===== src/hw/smc_pkg.sv =====
// Package for the system mode controller entry block and its core end.
// Assumes one clock (mclk, 250 MHz) and a synchronous active-high reset.
package smc_pkg;

    // ------------------------------------------------------------
    // Controller versions and mode encodings
    // ------------------------------------------------------------
    localparam logic [2:0] SMC_VER_V1 = 3'h1;
    localparam logic [2:0] SMC_VER_V2 = 3'h2;
    localparam logic [2:0] SMC_VER_V3 = 3'h3;
    localparam logic [2:0] SMC_VER_V4 = 3'h4;
    localparam logic [2:0] SMC_VER_V5 = 3'h5;

    // Stop mode selection codes
    localparam logic [2:0] SMC_STOP_MODE_SELECT_NORMAL = 3'h0;
    localparam logic [2:0] SMC_STOP_MODE_SELECT_VLPS = 3'h2;
    localparam logic [2:0] SMC_STOP_MODE_SELECT_LLS = 3'h3;
    localparam logic [2:0] SMC_STOP_MODE_SELECT_VLLS = 3'h4;

    // Power mode control register layout
    localparam int SMC_STOP_MODE_SELECT_LSB = 0;
    localparam int SMC_STOP_MODE_SELECT_W = 3;
    localparam int SMC_LLSM_LSB = 3;
    localparam int SMC_LLSM_W = 2;
    localparam int SMC_HSRUN_BIT = 5;
    localparam int SMC_CTRL_W = 8;
    localparam logic [7:0] SMC_CTRL_RST = 8'h00;

    // Partial leakage sub-modes, also lowest leakage stop
    localparam logic [1:0] SMC_LLSM_FULL = 2'h0;
    localparam logic [1:0] SMC_LLSM_PART_A = 2'h2;
    localparam logic [1:0] SMC_LLSM_PART_B = 2'h3;
    localparam logic [1:0] SMC_LLSM_LOWEST = 2'h1;

    // Register write latencies and core sleep delay in clock cycles
    localparam logic [2:0] SMC_CTRL_WR_CYC = 3'h4;
    localparam logic [2:0] SMC_PERIPH_WR_CYC = 3'h3;
    localparam logic [2:0] SMC_SLEEP_DLY_CYC = 3'h1;

    typedef enum logic [3:0] {
        SMC_MODE_RUN,
        SMC_MODE_HSRUN,
        SMC_MODE_WAIT,
        SMC_MODE_STOP,
        SMC_MODE_VLPS,
        SMC_MODE_LLS,
        SMC_MODE_PART_A,
        SMC_MODE_PART_B,
        SMC_MODE_VLLS,
        SMC_MODE_LOWEST
    } smc_mode_t;

endpackage


===== src/hw/smc_link_if.sv =====
// Interface between the mode controller and the processor core end.
// Assumes both ends run on the same mclk.
`timescale 1ns/100ps
`default_nettype none
interface smc_link_if;
    logic wr_req;
    logic rd_req;
    logic [7:0] wr_data;
    logic busy;
    logic rd_valid;
    logic [7:0] rd_data;
    logic sleep_req;
    logic deep_sleep_request;
    logic wake;
    logic [3:0] mode;

    modport ctrl (
        input wr_req, rd_req, wr_data, sleep_req, deep_sleep_request, wake,
        output busy, rd_valid, rd_data, mode
    );
    modport core (
        output wr_req, rd_req, wr_data, sleep_req, deep_sleep_request, wake,
        input busy, rd_valid, rd_data, mode
    );
endinterface
`default_nettype wire


===== src/hw/smc_system_mode_ctrl.sv =====
// Mode controller end: control register, write latency, mode entry FSM.
// Assumes the core end drives the link on the same clock.
//
// What this block does
// - Mode control is a compatible state machine.
// - Control register write takes four cycles.
// - Ordinary peripheral writes take three cycles.
// - Core raises sleep one cycle after instruction.
// - Early sleep uses the old selection.
// - Core does not wait for pending writes.
// - Read after write returns after write.
// - Core writes, reads back, then sleeps.
// - Version two adds lowest leakage stop.
// - Version three adds two partial stops.
// - Version four has run, wait, stop.
`timescale 1ns/100ps
`default_nettype none
module smc_system_mode_ctrl #(
    parameter logic [2:0] VERSION = 3'h3
) (
    input wire logic mclk,
    input wire logic sys_rst,
    smc_link_if.ctrl link,
    output logic [7:0] power_mode_control_reg,
    output logic low_power_active
);
    import smc_pkg::*;

    typedef enum logic [1:0] {
        SMC_ST_RUN,
        SMC_ST_ENTER,
        SMC_ST_LOW
    } smc_state_t;

    // ------------------------------------------------------------
    // Write pipeline and control register
    // ------------------------------------------------------------
    logic [7:0] ctrl_q, ctrl_d;
    logic [7:0] pend_q, pend_d;
    logic [2:0] wcnt_q, wcnt_d;
    logic rd_pend_q, rd_pend_d;
    logic rd_valid_q, rd_valid_d;
    logic [7:0] rd_data_q, rd_data_d;
    logic busy_q, busy_d;

    // Mode entry state
    smc_state_t st_q, st_d;
    smc_mode_t mode_q, mode_d;
    logic [7:0] samp_q, samp_d;
    logic lp_q, lp_d;

    function automatic smc_mode_t smc_decode(
        input logic [7:0] c,
        input logic deep
    );
        logic [2:0] sm;
        logic [1:0] ll;
        sm = c[SMC_STOP_MODE_SELECT_LSB +: SMC_STOP_MODE_SELECT_W];
        ll = c[SMC_LLSM_LSB +: SMC_LLSM_W];
        smc_decode = deep ? SMC_MODE_STOP : SMC_MODE_WAIT;
        if (deep && VERSION != SMC_VER_V4) begin
            if (sm == SMC_STOP_MODE_SELECT_VLPS) begin
                smc_decode = SMC_MODE_VLPS;
            end else if (sm == SMC_STOP_MODE_SELECT_LLS) begin
                smc_decode = SMC_MODE_LLS;
                if (VERSION >= SMC_VER_V3 && ll == SMC_LLSM_PART_A) begin
                    smc_decode = SMC_MODE_PART_A;
                end else if (VERSION >= SMC_VER_V3 &&
                             ll == SMC_LLSM_PART_B) begin
                    smc_decode = SMC_MODE_PART_B;
                end
            end else if (sm == SMC_STOP_MODE_SELECT_VLLS) begin
                smc_decode = SMC_MODE_VLLS;
                if (VERSION >= SMC_VER_V2 && ll == SMC_LLSM_LOWEST) begin
                    smc_decode = SMC_MODE_LOWEST;
                end
            end
        end
    endfunction

    always_comb begin
        ctrl_d = ctrl_q;
        pend_d = pend_q;
        wcnt_d = wcnt_q;
        rd_pend_d = rd_pend_q;
        rd_valid_d = 1'b0;
        rd_data_d = rd_data_q;
        busy_d = busy_q;
        if (wcnt_q != 3'h0) begin
            wcnt_d = wcnt_q - 3'h1;
            if (wcnt_q == 3'h1) begin
                ctrl_d = pend_q;
                busy_d = 1'b0;
            end
        end else if (link.wr_req) begin
            pend_d = link.wr_data;
            wcnt_d = SMC_CTRL_WR_CYC;
            // Longer than an ordinary three-cycle write
            busy_d = 1'b1;
        end
        // Read held back until write lands
        if (rd_pend_q && wcnt_q == 3'h0 && !link.wr_req) begin
            rd_pend_d = 1'b0;
            rd_valid_d = 1'b1;
            rd_data_d = ctrl_q;
        end
        // New read wins over the one just answered
        if (link.rd_req) begin
            rd_pend_d = 1'b1;
        end
    end

    always_ff @(posedge mclk) begin
        if (sys_rst) begin
            ctrl_q <= SMC_CTRL_RST;
            pend_q <= SMC_CTRL_RST;
            wcnt_q <= 3'h0;
            rd_pend_q <= 1'b0;
            rd_valid_q <= 1'b0;
            rd_data_q <= 8'h00;
            busy_q <= 1'b0;
        end else begin
            ctrl_q <= ctrl_d;
            pend_q <= pend_d;
            wcnt_q <= wcnt_d;
            rd_pend_q <= rd_pend_d;
            rd_valid_q <= rd_valid_d;
            rd_data_q <= rd_data_d;
            busy_q <= busy_d;
        end
    end

    // ------------------------------------------------------------
    // Mode entry state machine
    // ------------------------------------------------------------
    always_comb begin
        st_d = st_q;
        mode_d = mode_q;
        samp_d = samp_q;
        lp_d = lp_q;
        unique case (st_q)
            SMC_ST_RUN: begin
                mode_d = (VERSION == SMC_VER_V5 && ctrl_q[SMC_HSRUN_BIT])
                         ? SMC_MODE_HSRUN : SMC_MODE_RUN;
                if (link.sleep_req) begin
                    // Current register value, even with write pending
                    samp_d = ctrl_q;
                    st_d = SMC_ST_ENTER;
                end
            end
            SMC_ST_ENTER: begin
                mode_d = smc_decode(samp_q, link.deep_sleep_request);
                lp_d = 1'b1;
                st_d = SMC_ST_LOW;
            end
            SMC_ST_LOW: begin
                if (link.wake) begin
                    lp_d = 1'b0;
                    st_d = SMC_ST_RUN;
                end
            end
        endcase
    end

    always_ff @(posedge mclk) begin
        if (sys_rst) begin
            st_q <= SMC_ST_RUN;
            mode_q <= SMC_MODE_RUN;
            samp_q <= SMC_CTRL_RST;
            lp_q <= 1'b0;
        end else begin
            st_q <= st_d;
            mode_q <= mode_d;
            samp_q <= samp_d;
            lp_q <= lp_d;
        end
    end

    assign link.busy = busy_q;
    assign link.rd_valid = rd_valid_q;
    assign link.rd_data = rd_data_q;
    assign link.mode = mode_q;
    assign power_mode_control_reg = ctrl_q;
    assign low_power_active = lp_q;

endmodule
`default_nettype wire


===== src/flat_wrapper.sv =====
// flat-port wrapper written by rule: the top's interface ports become plain ports
module smc_system_mode_ctrl_flat import smc_pkg::*;
#(
    parameter logic [2:0] VERSION = 3'h3
)
  (mclk, sys_rst, power_mode_control_reg, low_power_active, link_wr_req, link_rd_req, link_wr_data, link_sleep_req, link_deep_sleep_request, link_wake, link_busy, link_rd_valid, link_rd_data, link_mode);
  smc_link_if link_i ();
  input wire logic mclk;
  input wire logic sys_rst;
  output logic [7:0] power_mode_control_reg;
  output logic low_power_active;
  input wire logic [$bits(link_i.wr_req)-1:0] link_wr_req;
  input wire logic [$bits(link_i.rd_req)-1:0] link_rd_req;
  input wire logic [$bits(link_i.wr_data)-1:0] link_wr_data;
  input wire logic [$bits(link_i.sleep_req)-1:0] link_sleep_req;
  input wire logic [$bits(link_i.deep_sleep_request)-1:0] link_deep_sleep_request;
  input wire logic [$bits(link_i.wake)-1:0] link_wake;
  output wire logic [$bits(link_i.busy)-1:0] link_busy;
  output wire logic [$bits(link_i.rd_valid)-1:0] link_rd_valid;
  output wire logic [$bits(link_i.rd_data)-1:0] link_rd_data;
  output wire logic [$bits(link_i.mode)-1:0] link_mode;
  assign link_i.wr_req = link_wr_req;
  assign link_i.rd_req = link_rd_req;
  assign link_i.wr_data = link_wr_data;
  assign link_i.sleep_req = link_sleep_req;
  assign link_i.deep_sleep_request = link_deep_sleep_request;
  assign link_i.wake = link_wake;
  assign link_busy = link_i.busy;
  assign link_rd_valid = link_i.rd_valid;
  assign link_rd_data = link_i.rd_data;
  assign link_mode = link_i.mode;
  smc_system_mode_ctrl #(.VERSION(VERSION)) u_core (.mclk(mclk), .sys_rst(sys_rst), .link(link_i), .power_mode_control_reg(power_mode_control_reg), .low_power_active(low_power_active));
endmodule

===== config.mk =====
export PLATFORM = sky130hd
export DESIGN_NAME = smc_system_mode_ctrl_flat
export DESIGN_NICKNAME = d
export VERILOG_FILES = /design/src/hw/smc_pkg.sv /design/src/hw/smc_link_if.sv /design/src/hw/smc_system_mode_ctrl.sv /design/src/flat_wrapper.sv
export SDC_FILE = /design/constraint.sdc
export NUM_CORES = 1
export LEC_CHECK = 0
export ABC_AREA = 1
export BUFFER_PORTS_ARGS = -buffer_cell sky130_fd_sc_hd__buf_2
export CORE_MARGIN = 3
export CORE_UTILIZATION = 47
export CTS_CLUSTER_DIAMETER = 30
export DETAILED_ROUTE_END_ITERATION = 6
export GPL_TIMING_DRIVEN = 0
export PLACE_DENSITY = 0.74
export SYNTH_ARGS = -nofsm -noshare
export SYNTH_HDL_FRONTEND = slang
export SYNTH_SLANG_ARGS = --single-unit

===== constraint.sdc =====
create_clock -name mclk -period 1.12 [get_ports mclk]
set_input_delay 0.224 -clock mclk [delete_from_list [all_inputs] [get_ports mclk]]
set_output_delay 0.224 -clock mclk [all_outputs]
set_load 0.05 [all_outputs]

==> results of run 1 <==
per-layer routing:
layer	wire, um	vias to the layer above	global-route usage, %
li1	-	837	-
met4	86	0	8.81
met1	1880	805	21.2
met5	0	-	0
met3	280	10	7.86
met2	2580	56	33.9
tightest hold or removal path: cells and delay by family:
kind / cells / cell delay, ps
AO/OA/AOI/OAI: 1 / 50
buffers and inverters: 2 / 140
cell families (layout without fill, tap and decap cells):
| family | Yosys count | in the layout | synth area share, % |
|---|---|---|---|
| AND/OR/NAND/NOR | 105 | 105 | 27.9 |
| adder cells (fa/ha/maj) | 3 | 3 | 2.25 |
| AO/OA/AOI/OAI | 40 | 40 | 12.2 |
| flip-flops | 42 | 42 | 50.3 |
| buffers and inverters | 29 | 94 | 7.34 |
repair_timing:
action                     CTS  global route
cloned                       0             1
buffers inserted             7            14
hold buffers                 0             0
pin swaps                    1            12
resized for setup           77            58
setup endpoints to repair   59            57
power by group:
part	total (mW)	switching [mW]	leakage [nW]	internal (mW)
sequential	1.99	0.215	0.356	1.77
clock	0.727	0.501	0.0308	0.226
combinational	2.32	1.34	0.721	0.981
total	5.03	2.05	1.11	2.98
final timing paths:
check | from | to | depth (start not counted) | slack [ps]
worst max-delay path | u_core.wcnt_q[1]$_SDFFE_PP0P_ | u_core.link.rd_data[2]$_SDFFE_PP0P_ | 8 | -110
worst min register to register | u_core.link.mode[1]$_SDFFE_PP0P_ | u_core.link.mode[1]$_SDFFE_PP0P_ | 2 | 470
worst max register to register | u_core.wcnt_q[1]$_SDFFE_PP0P_ | u_core.link.rd_data[2]$_SDFFE_PP0P_ | 8 | -110
worst min-delay path | link_rd_req | u_core.rd_pend_q$_SDFFE_PP0P_ | 3 | 100
placed cells by master (no fill, tap or decap), types with 3 or more instances in the layout:
cell	count
buf_2	16
buf_6	7
a21oi_1	27
nand2_2	8
dfxtp_4	3
dfxtp_1	15
clkbuf_4	5
buf_4	19
nand3_1	20
nor2_1	19
o21ai_0	4
buf_8	18
inv_1	15
nand2_1	43
nor2_4	7
dfxtp_2	24
inv_2	6
nor2_2	3
o21ai_1	3
synthesized netlist by cell type:
cell type	count
buf_1	2
ha_1	3
o21ai_0	9
dfxtp_1	42
nor2_1	26
nor3_1	2
a21oi_1	29
inv_4	1
nand3_1	20
inv_2	3
a22oi_1	1
nand2_2	2
buf_2	3
nor2_4	2
nand2_4	1
inv_1	19
buf_6	1
nor2_2	1
o22ai_1	1
nand2_1	50
nand3_4	1
cell type report:
type                            count  area (um2)  share of cell area, %
Clock inverter                      2        10.0                  0.397
Inverter                           23        91.3                   3.62
Buffer                              6        37.5                   1.49
Sequential cell                    42         882                   35.0
Tap cell                           46        57.6                   2.28
Clock buffer                        5        37.5                   1.49
Multi-Input combinational cell    148         820                   32.5
Timing Repair Buffer               58         587                   23.3
metrics by stage:
step	utilization [%]	cells	hold slack [ps]	setup slack, ps
floorplan	-	219	358	26.2
global placement	56.3	301	449	-75.4
detailed placement	56.3	301	453	-90.9
CTS	65.4	315	83.3	-12.7
global route	74.4	330	97.2	-152
finish	74.4	330	96.9	-107
==> flow_metrics.tcl, run 1 <==
set metrics [dict create \
    status "finished, violations left" \
    violations "negative setup slack" \
    timing.slew.headroom_pct 61.9 \
    cts_buffers 5 \
    cp-end-kind "flop" \
    dpl-instance-area_um2 1910 \
    grt_pass1_vias 1560 \
    rsz0062_at_grt "yes" \
    pwr_density_cell_nw_per_um2 2000 \
    hold_viol 0 \
    syn-instance-count 219 \
    clock_latency_ps 370 \
    p_leak_nw 1.11 \
    area_delta_synth_final_pct 51.0 \
    fin_crit_ps 1230 \
    core.rowCount 21 \
    synth_seq_cells 42 \
    start_util_pct 49.3 \
    worst-setup-path-type "reg2reg" \
    antenna_left 0 \
    cp_max_fo 8 \
    drive_gt1_share_pct 46.8 \
    syn-num-nets 237 \
    routedWlPerCell_um 14.6 \
    cap_violations 0 \
    syn_area_um2 1670 \
    avgSynthCellArea_um2 7.63 \
    yosysSeqAreaShare_pct 50.3 \
    dr.first_iter.drc_count 88 \
    cp-start-kind "flop" \
    grt-ovfl-total 0 \
    antenna_found_initial 0 \
    setup_tns_ps -326 \
    cts_buffer_depth 2 \
    io-pin-count 38 \
    fmax_ghz 0.815 \
    worstHoldPathType "in2reg" \
    track_usage_pct 19.7 \
    grt_max_degree 13 \
    crit_family "simple AND/OR/NAND/NOR gates" \
    routed-via-count 1708 \
    die_x_um 65.6 \
    yosysTopAreaCellShare_pct 50.3 \
    fillCellCount 245 \
    cp.required_ps 1410 \
    clkSinkCount 42 \
    die_area_um2 4310 \
    min_period_over_period_pct 110 \
    arrival_ps 1520 \
    setup_ws_ps -107 \
    worstMarginPinSlew_ps 571 \
    worstPathCellList "inv_4 > nand3_4 > nor2_4 > nand2_4 > buf_4 > nand2_1 > nand2_1 > nor2_1" \
    worst-path-buf-inv 2 \
    ir_drop_uv 1150 \
    grt_pass1_wl_um 6460 \
    yosys-top-cells-area "dfxtp_1 50%, nand2_1 11%, a21oi_1 8.7%" \
    nets 302 \
    diodes 0 \
    clockRootBuffer "clkbuf_4" \
    skew_ps 14.7 \
    cts-htree-levels 2 \
    finalPower_mw 5.03 \
    routed_wl_um 4830 \
    critPathMostFrequentCell "nand2_1" \
    drc_errors 0 \
    crit_path_top_delay_cell "dfxtp_4" \
    dpl.hpwl_um 2430 \
    setup_viol 18 \
    slew_viol_final 0 \
    critPathMaxStageDelay_ps 390 \
    cts_tree "done" \
    yosysWarnings 0 \
    port_buffers 36 \
    die_h_um 65.6 \
    routabilityCongestion 0.795 \
    cts.clk_slew.worst_paths_ps 130 \
    first_pass_iters 5 \
    synth.distinct_cells 21 \
    core_um2 3390 \
    fin_area_um2 2520 \
    vias_per_cell 5.18 \
    yosys.area.top_type "dfxtp_1" \
]
No activity file was read; power rests on OpenSTA's default activity.
==> inputs of run 2 (changes only) <==
--- a/config.mk
+++ b/config.mk
@@ -7,7 +7,7 @@
 export LEC_CHECK = 0
 export ABC_AREA = 1
 export BUFFER_PORTS_ARGS = -buffer_cell sky130_fd_sc_hd__buf_2
-export CORE_MARGIN = 3
+export CORE_MARGIN = 2
 export CORE_UTILIZATION = 47
 export CTS_CLUSTER_DIAMETER = 30
 export DETAILED_ROUTE_END_ITERATION = 6
==> run 2 against run 1 <==
The run still ends with negative setup slack left; worst setup slack improved by 45 ps; die area decreased by 6.0%; sequential power about the same; critical path depth decreased by 1; hold slack improved by 20 ps; utilization decreased by 0.94 points; global-route usage increased by 0.50 points; register-to-register slack improved by 40 ps.
==> flow_metrics.tcl, run 2 (synthesized netlist as in run 1, its figures left out) <==
set metrics [dict create \
    status "finished, violations left" \
    violations "negative setup slack" \
    grt_pass1_vias 1519 \
    cts_buffer_depth 2 \
    first_pass_iters 4 \
    rsz0062_at_grt "yes" \
    fmax_ghz 0.846 \
    dpl.hpwl_um 2450 \
    layout_commonest_cell "nand2_1" \
    cts_tree "done" \
    worstHoldPathType "in2reg" \
    cp-end-kind "flop" \
    ir_drop_uv 1160 \
    skew_ps 14.9 \
    final_util_pct 73.5 \
    core_um2 3360 \
    cp.required_ps 1400 \
    dr.first_iter.drc_count 61 \
    worst-setup-path-type "reg2reg" \
    track_usage_pct 20.2 \
    p_leak_nw 1.07 \
    nets 295 \
    timing.slew.headroom_pct 66.2 \
    fin_crit_ps 1180 \
    worstPathCellList "inv_2 > nand3_4 > nor2_4 > nand2_4 > clkbuf_16 > nor2_2 > nor2_1" \
    cp_max_fo 5 \
    cts_buffers 5 \
    diodes 0 \
    cts.clk_slew.worst_paths_ps 130 \
    clockRootBuffer "clkbuf_4" \
    core.rowCount 21 \
    grt-ovfl-total 0 \
    layout_common_cells "47 x nand2_1, 28 x a21oi_1, 23 x dfxtp_2" \
    area_delta_synth_final_pct 47.9 \
    place_inst 301 \
    ctsHoldBuffers 0 \
    die_area_um2 4050 \
    arrival_ps 1460 \
    final_cells 324 \
    routedWlPerCell_um 13.5 \
    met3_usage_pct 7.32 \
    port_buffers 36 \
    slew_viol_final 0 \
    min_period_over_period_pct 106 \
    crit_family "simple AND/OR/NAND/NOR gates" \
    fillCellCount 264 \
    hold_viol 0 \
    finalPower_mw 4.82 \
    setup_tns_ps -236 \
    die_h_um 63.6 \
    io-pin-count 38 \
    grt.busiest_layer "met2" \
    antenna_left 0 \
    clock_latency_ps 370 \
    clkSinkCount 42 \
    setup_ws_ps -62.2 \
    worstMarginPinSlew_ps 507 \
    drc_errors 0 \
    setup_viol 11 \
    use_met1_pct 21.6 \
    pwr_density_cell_nw_per_um2 1950 \
    critPathMaxStageDelay_ps 340 \
    antenna_found_initial 0 \
    routabilityCongestion 0.755 \
    die_x_um 63.6 \
    cts-htree-levels 2 \
    grt_pass1_wl_um 6350 \
    cp-start-kind "flop" \
    worst-path-buf-inv 2 \
    routed_wl_um 4370 \
    start_util_pct 49.7 \
    use_met2_pct 36.4 \
    drive_gt1_share_pct 43.9 \
    vias_per_cell 5.02 \
    cap_violations 0 \
    routed-via-count 1626 \
    crit_path_top_delay_cell "dfxtp_2" \
    grt_max_degree 13 \
]
==> run 2: cell count changes in the layout (fill, tap and decap cells not counted), sizes merged <==
cell	before	now
clkinv	2	1
nand2	53	54
clkbuf	6	8
buf	63	55
==> run 2: worst min-delay path: cells and delay by family <==
kind | cells | cell delay (ps)
buf+inv | 1 | 90
compound gates | 1 | 60
simple gates | 1 | 70
==> run 2: layout make-up <==
cell class / count / area, um2 / share of cell area [%]
Sequential cell: 42 / 888 / 35.9
Multi-Input combinational cell: 149 / 826 / 33.4
Timing Repair Buffer: 50 / 503 / 20.4
Inverter: 23 / 98.8 / 4.00
Tap cell: 46 / 57.6 / 2.33
Clock buffer: 7 / 55.1 / 2.23
Buffer: 6 / 37.5 / 1.52
Clock inverter: 1 / 5.00 / 0.203
==> run 2: path summary, 6_finish.rpt <==
kind / start / endpoint / slack [ps] / cells after the start
worst min register to register: u_core.pend_q[5]$_SDFFE_PP0P_ / u_core.pend_q[5]$_SDFFE_PP0P_ / 470 / 2
worst max register to register: u_core.wcnt_q[0]$_SDFFE_PP0P_ / u_core.link.rd_data[7]$_SDFFE_PP0P_ / -60 / 7
worst min-delay path: link_wr_data[7] / u_core.pend_q[7]$_SDFFE_PP0P_ / 120 / 3
worst max-delay path: u_core.wcnt_q[0]$_SDFFE_PP0P_ / u_core.link.rd_data[7]$_SDFFE_PP0P_ / -60 / 7
==> run 2: per-layer routing <==
metal | share of wire [%] | vias to the layer above
li1 | - | 818
met1 | 39 | 760
met2 | 54 | 41
met3 | 5.7 | 7
met4 | 1.6 | 0
met5 | 0 | -
==> run 2: through the flow <==
| step | setup WS [ps] | hold slack, ps | instance area, um2 |
|---|---|---|---|
| final | -62.2 | 117 | 2470 |
| after global routing | -110 | 102 | 2470 |
| after CTS | -16.8 | 111 | 2250 |
| after detailed placement | -99.3 | 452 | 1910 |
| after global placement | -70.5 | 450 | 1910 |
| after floorplan | 26.2 | 358 | 1670 |
==> run 2: what timing repair did <==
item	in CTS	in global routing
pin swaps	1	8
gates cloned	0	2
endpoints found under the setup margin	60	49
gates resized for setup	80	51
setup buffers	8	5
==> run 2: where the power goes <==
group          leakage, nW  internal, mW  switching [mW]  total [mW]
Combinational        0.682         0.796            1.23        2.02
Clock               0.0353         0.305           0.494       0.799
Sequential           0.357          1.78           0.216        1.99
Total                 1.07          2.88            1.94        4.82
==> inputs of run 3 (changes only) <==
--- a/config.mk
+++ b/config.mk
@@ -12,6 +12,7 @@
 export CTS_CLUSTER_DIAMETER = 30
 export DETAILED_ROUTE_END_ITERATION = 6
 export GPL_TIMING_DRIVEN = 0
+export HOLD_SLACK_MARGIN = 0.12
 export PLACE_DENSITY = 0.74
 export SYNTH_ARGS = -nofsm -noshare
 export SYNTH_HDL_FRONTEND = slang
==> run 3 against run 2 <==
The run still ends with negative setup slack left; global-route usage rose by 0.15 points; first-iteration DRC count fell by 11%; register-to-register slack barely moved; maximum frequency rose by 0.17%; utilization rose by 1.3 points; flip-flop and latch count did not move; power rose by 0.27%; critical path depth did not move; sequential power barely moved.
==> flow_metrics.tcl, run 3 (synthesized netlist as in run 1, its figures left out) <==
set metrics [dict create \
    dr.first_iter.drc_count 54 \
    hold_viol 0 \
    setup_ws_ps -60.2 \
    diodes 0 \
    routedWlPerCell_um 13.4 \
    setup_viol 11 \
    register_area_um2 888 \
    drive_gt1_share_pct 43.3 \
    die_area_um2 4050 \
    status "finished, violations left" \
    setup_tns_ps -250 \
    clock_latency_ps 370 \
    violations "negative setup slack" \
    p_leak_nw 1.09 \
    rsz0062_at_grt "yes" \
    critPathMaxStageDelay_ps 340 \
    grt.busiest_layer "met2" \
    port_buffers 36 \
    io-pin-count 38 \
    layout_commonest_cell "nand2_1" \
    fin_crit_ps 1180 \
    area_delta_synth_final_pct 50.6 \
    core_um2 3360 \
    cts-htree-levels 2 \
    arrival_ps 1460 \
    slew_viol_final 0 \
    path_depth 7 \
    timing.slew.headroom_pct 65.5 \
    nets 299 \
    routed_wl_um 4390 \
    cts_buffer_depth 2 \
    drc_errors 0 \
    fmax_ghz 0.847 \
    fin_area_um2 2510 \
    met3_usage_pct 7.32 \
    cap_violations 0 \
    routed-via-count 1628 \
    worst-setup-path-type "reg2reg" \
    skew_ps 15.4 \
    die_h_um 63.6 \
    dpl.hpwl_um 2450 \
    dpl-instance-area_um2 1910 \
    die_x_um 63.6 \
    vias_per_cell 4.96 \
    worstHoldPathType "in2reg" \
    grt_pass1_vias 1530 \
    crit_family "simple AND/OR/NAND/NOR gates" \
    cp_max_fo 5 \
    antenna_left 0 \
    antenna_found_initial 0 \
    pwr_density_cell_nw_per_um2 1920 \
    finalPower_mw 4.83 \
    core.rowCount 21 \
    ir_drop_uv 1160 \
    use_met1_pct 21.7 \
    routabilityCongestion 0.755 \
    worstRegToRegCells 7 \
    cts.clk_slew.worst_paths_ps 130 \
    dp_slack_ps -99.3 \
    clockRootBuffer "clkbuf_4" \
    worstPathCellList "inv_2 > nand3_4 > nor2_4 > nand2_4 > clkbuf_16 > nor2_2 > nor2_1" \
    min_period_over_period_pct 105 \
    whs_path_depth 3 \
    worstMarginPinSlew_ps 518 \
    fillCellCount 258 \
    track_usage_pct 20.4 \
    multi_input_area_um2 826 \
    worst-path-buf-inv 2 \
    cp-start-kind "flop" \
    clkSinkCount 42 \
    layout_common_cells "47 x nand2_1, 28 x a21oi_1, 23 x dfxtp_2" \
    first_pass_iters 4 \
    cts_tree "done" \
    grt-ovfl-total 0 \
    cp.required_ps 1400 \
    hold_ws_ps 122 \
    start_util_pct 49.7 \
    cp-end-kind "flop" \
    grt_pass1_wl_um 6410 \
    grt_max_degree 13 \
    crit_path_top_delay_cell "dfxtp_2" \
    use_met2_pct 36.8 \
    cts_buffers 5 \
]
[run 3: final timing paths]
kind | from | to | slack [ps]
hold / removal | link_wr_data[3] | u_core.pend_q[3]$_SDFFE_PP0P_ | 120
setup reg to reg | u_core.wcnt_q[0]$_SDFFE_PP0P_ | u_core.link.rd_data[7]$_SDFFE_PP0P_ | -60
hold reg to reg | u_core.pend_q[5]$_SDFFE_PP0P_ | u_core.pend_q[5]$_SDFFE_PP0P_ | 470
setup / recovery | u_core.wcnt_q[0]$_SDFFE_PP0P_ | u_core.link.rd_data[7]$_SDFFE_PP0P_ | -60
[run 3: routing by layer]
metal,wire length (um),part of all wire (%)
met1,1710,39
met4,55,1.3
met5,0,0
met3,250,5.7
met2,2380,54
[run 3: area by class of cell]
| type | instances | area share (%) |
|---|---|---|
| Buffer | 6 | 1.49 |
| Sequential cell | 42 | 35.3 |
| Timing Repair Buffer | 54 | 21.7 |
| Clock inverter | 1 | 0.199 |
| Clock buffer | 7 | 2.19 |
| Multi-Input combinational cell | 149 | 32.8 |
| Tap cell | 46 | 2.29 |
| Inverter | 23 | 3.93 |
[run 3: metrics by stage]
step,util (%),instances
4_1_cts,67.4,319
2_1_floorplan,-,219
3_3_place_gp,56.7,301
6_report,74.8,328
3_5_place_dp,56.7,301
5_1_grt,74.8,328
[run 3: worst reg2reg max path: cells and delay by family, from the launching register on]
family / cells / cell delay (ps)
buffers and inverters: 2 / 280
flip-flops: 1 / 340
AND/OR/NAND/NOR: 5 / 470
[run 3: report_power, final]
| group | switching (mW) | leakage, nW | total (mW) | internal (mW) |
|---|---|---|---|---|
| registers | 0.217 | 0.357 | 2.00 | 1.78 |
| clock network | 0.495 | 0.0353 | 0.799 | 0.305 |
| logic | 1.23 | 0.700 | 2.03 | 0.806 |
| total | 1.94 | 1.09 | 4.83 | 2.89 |
[run 3: repair_timing]
action	in CTS	in global routing
buffers inserted	8	5
resized for setup	80	52
hold buffers	2	2
endpoints found under the hold margin	2	2
pin swaps	1	8
setup endpoints to repair	60	50
cloned	0	2
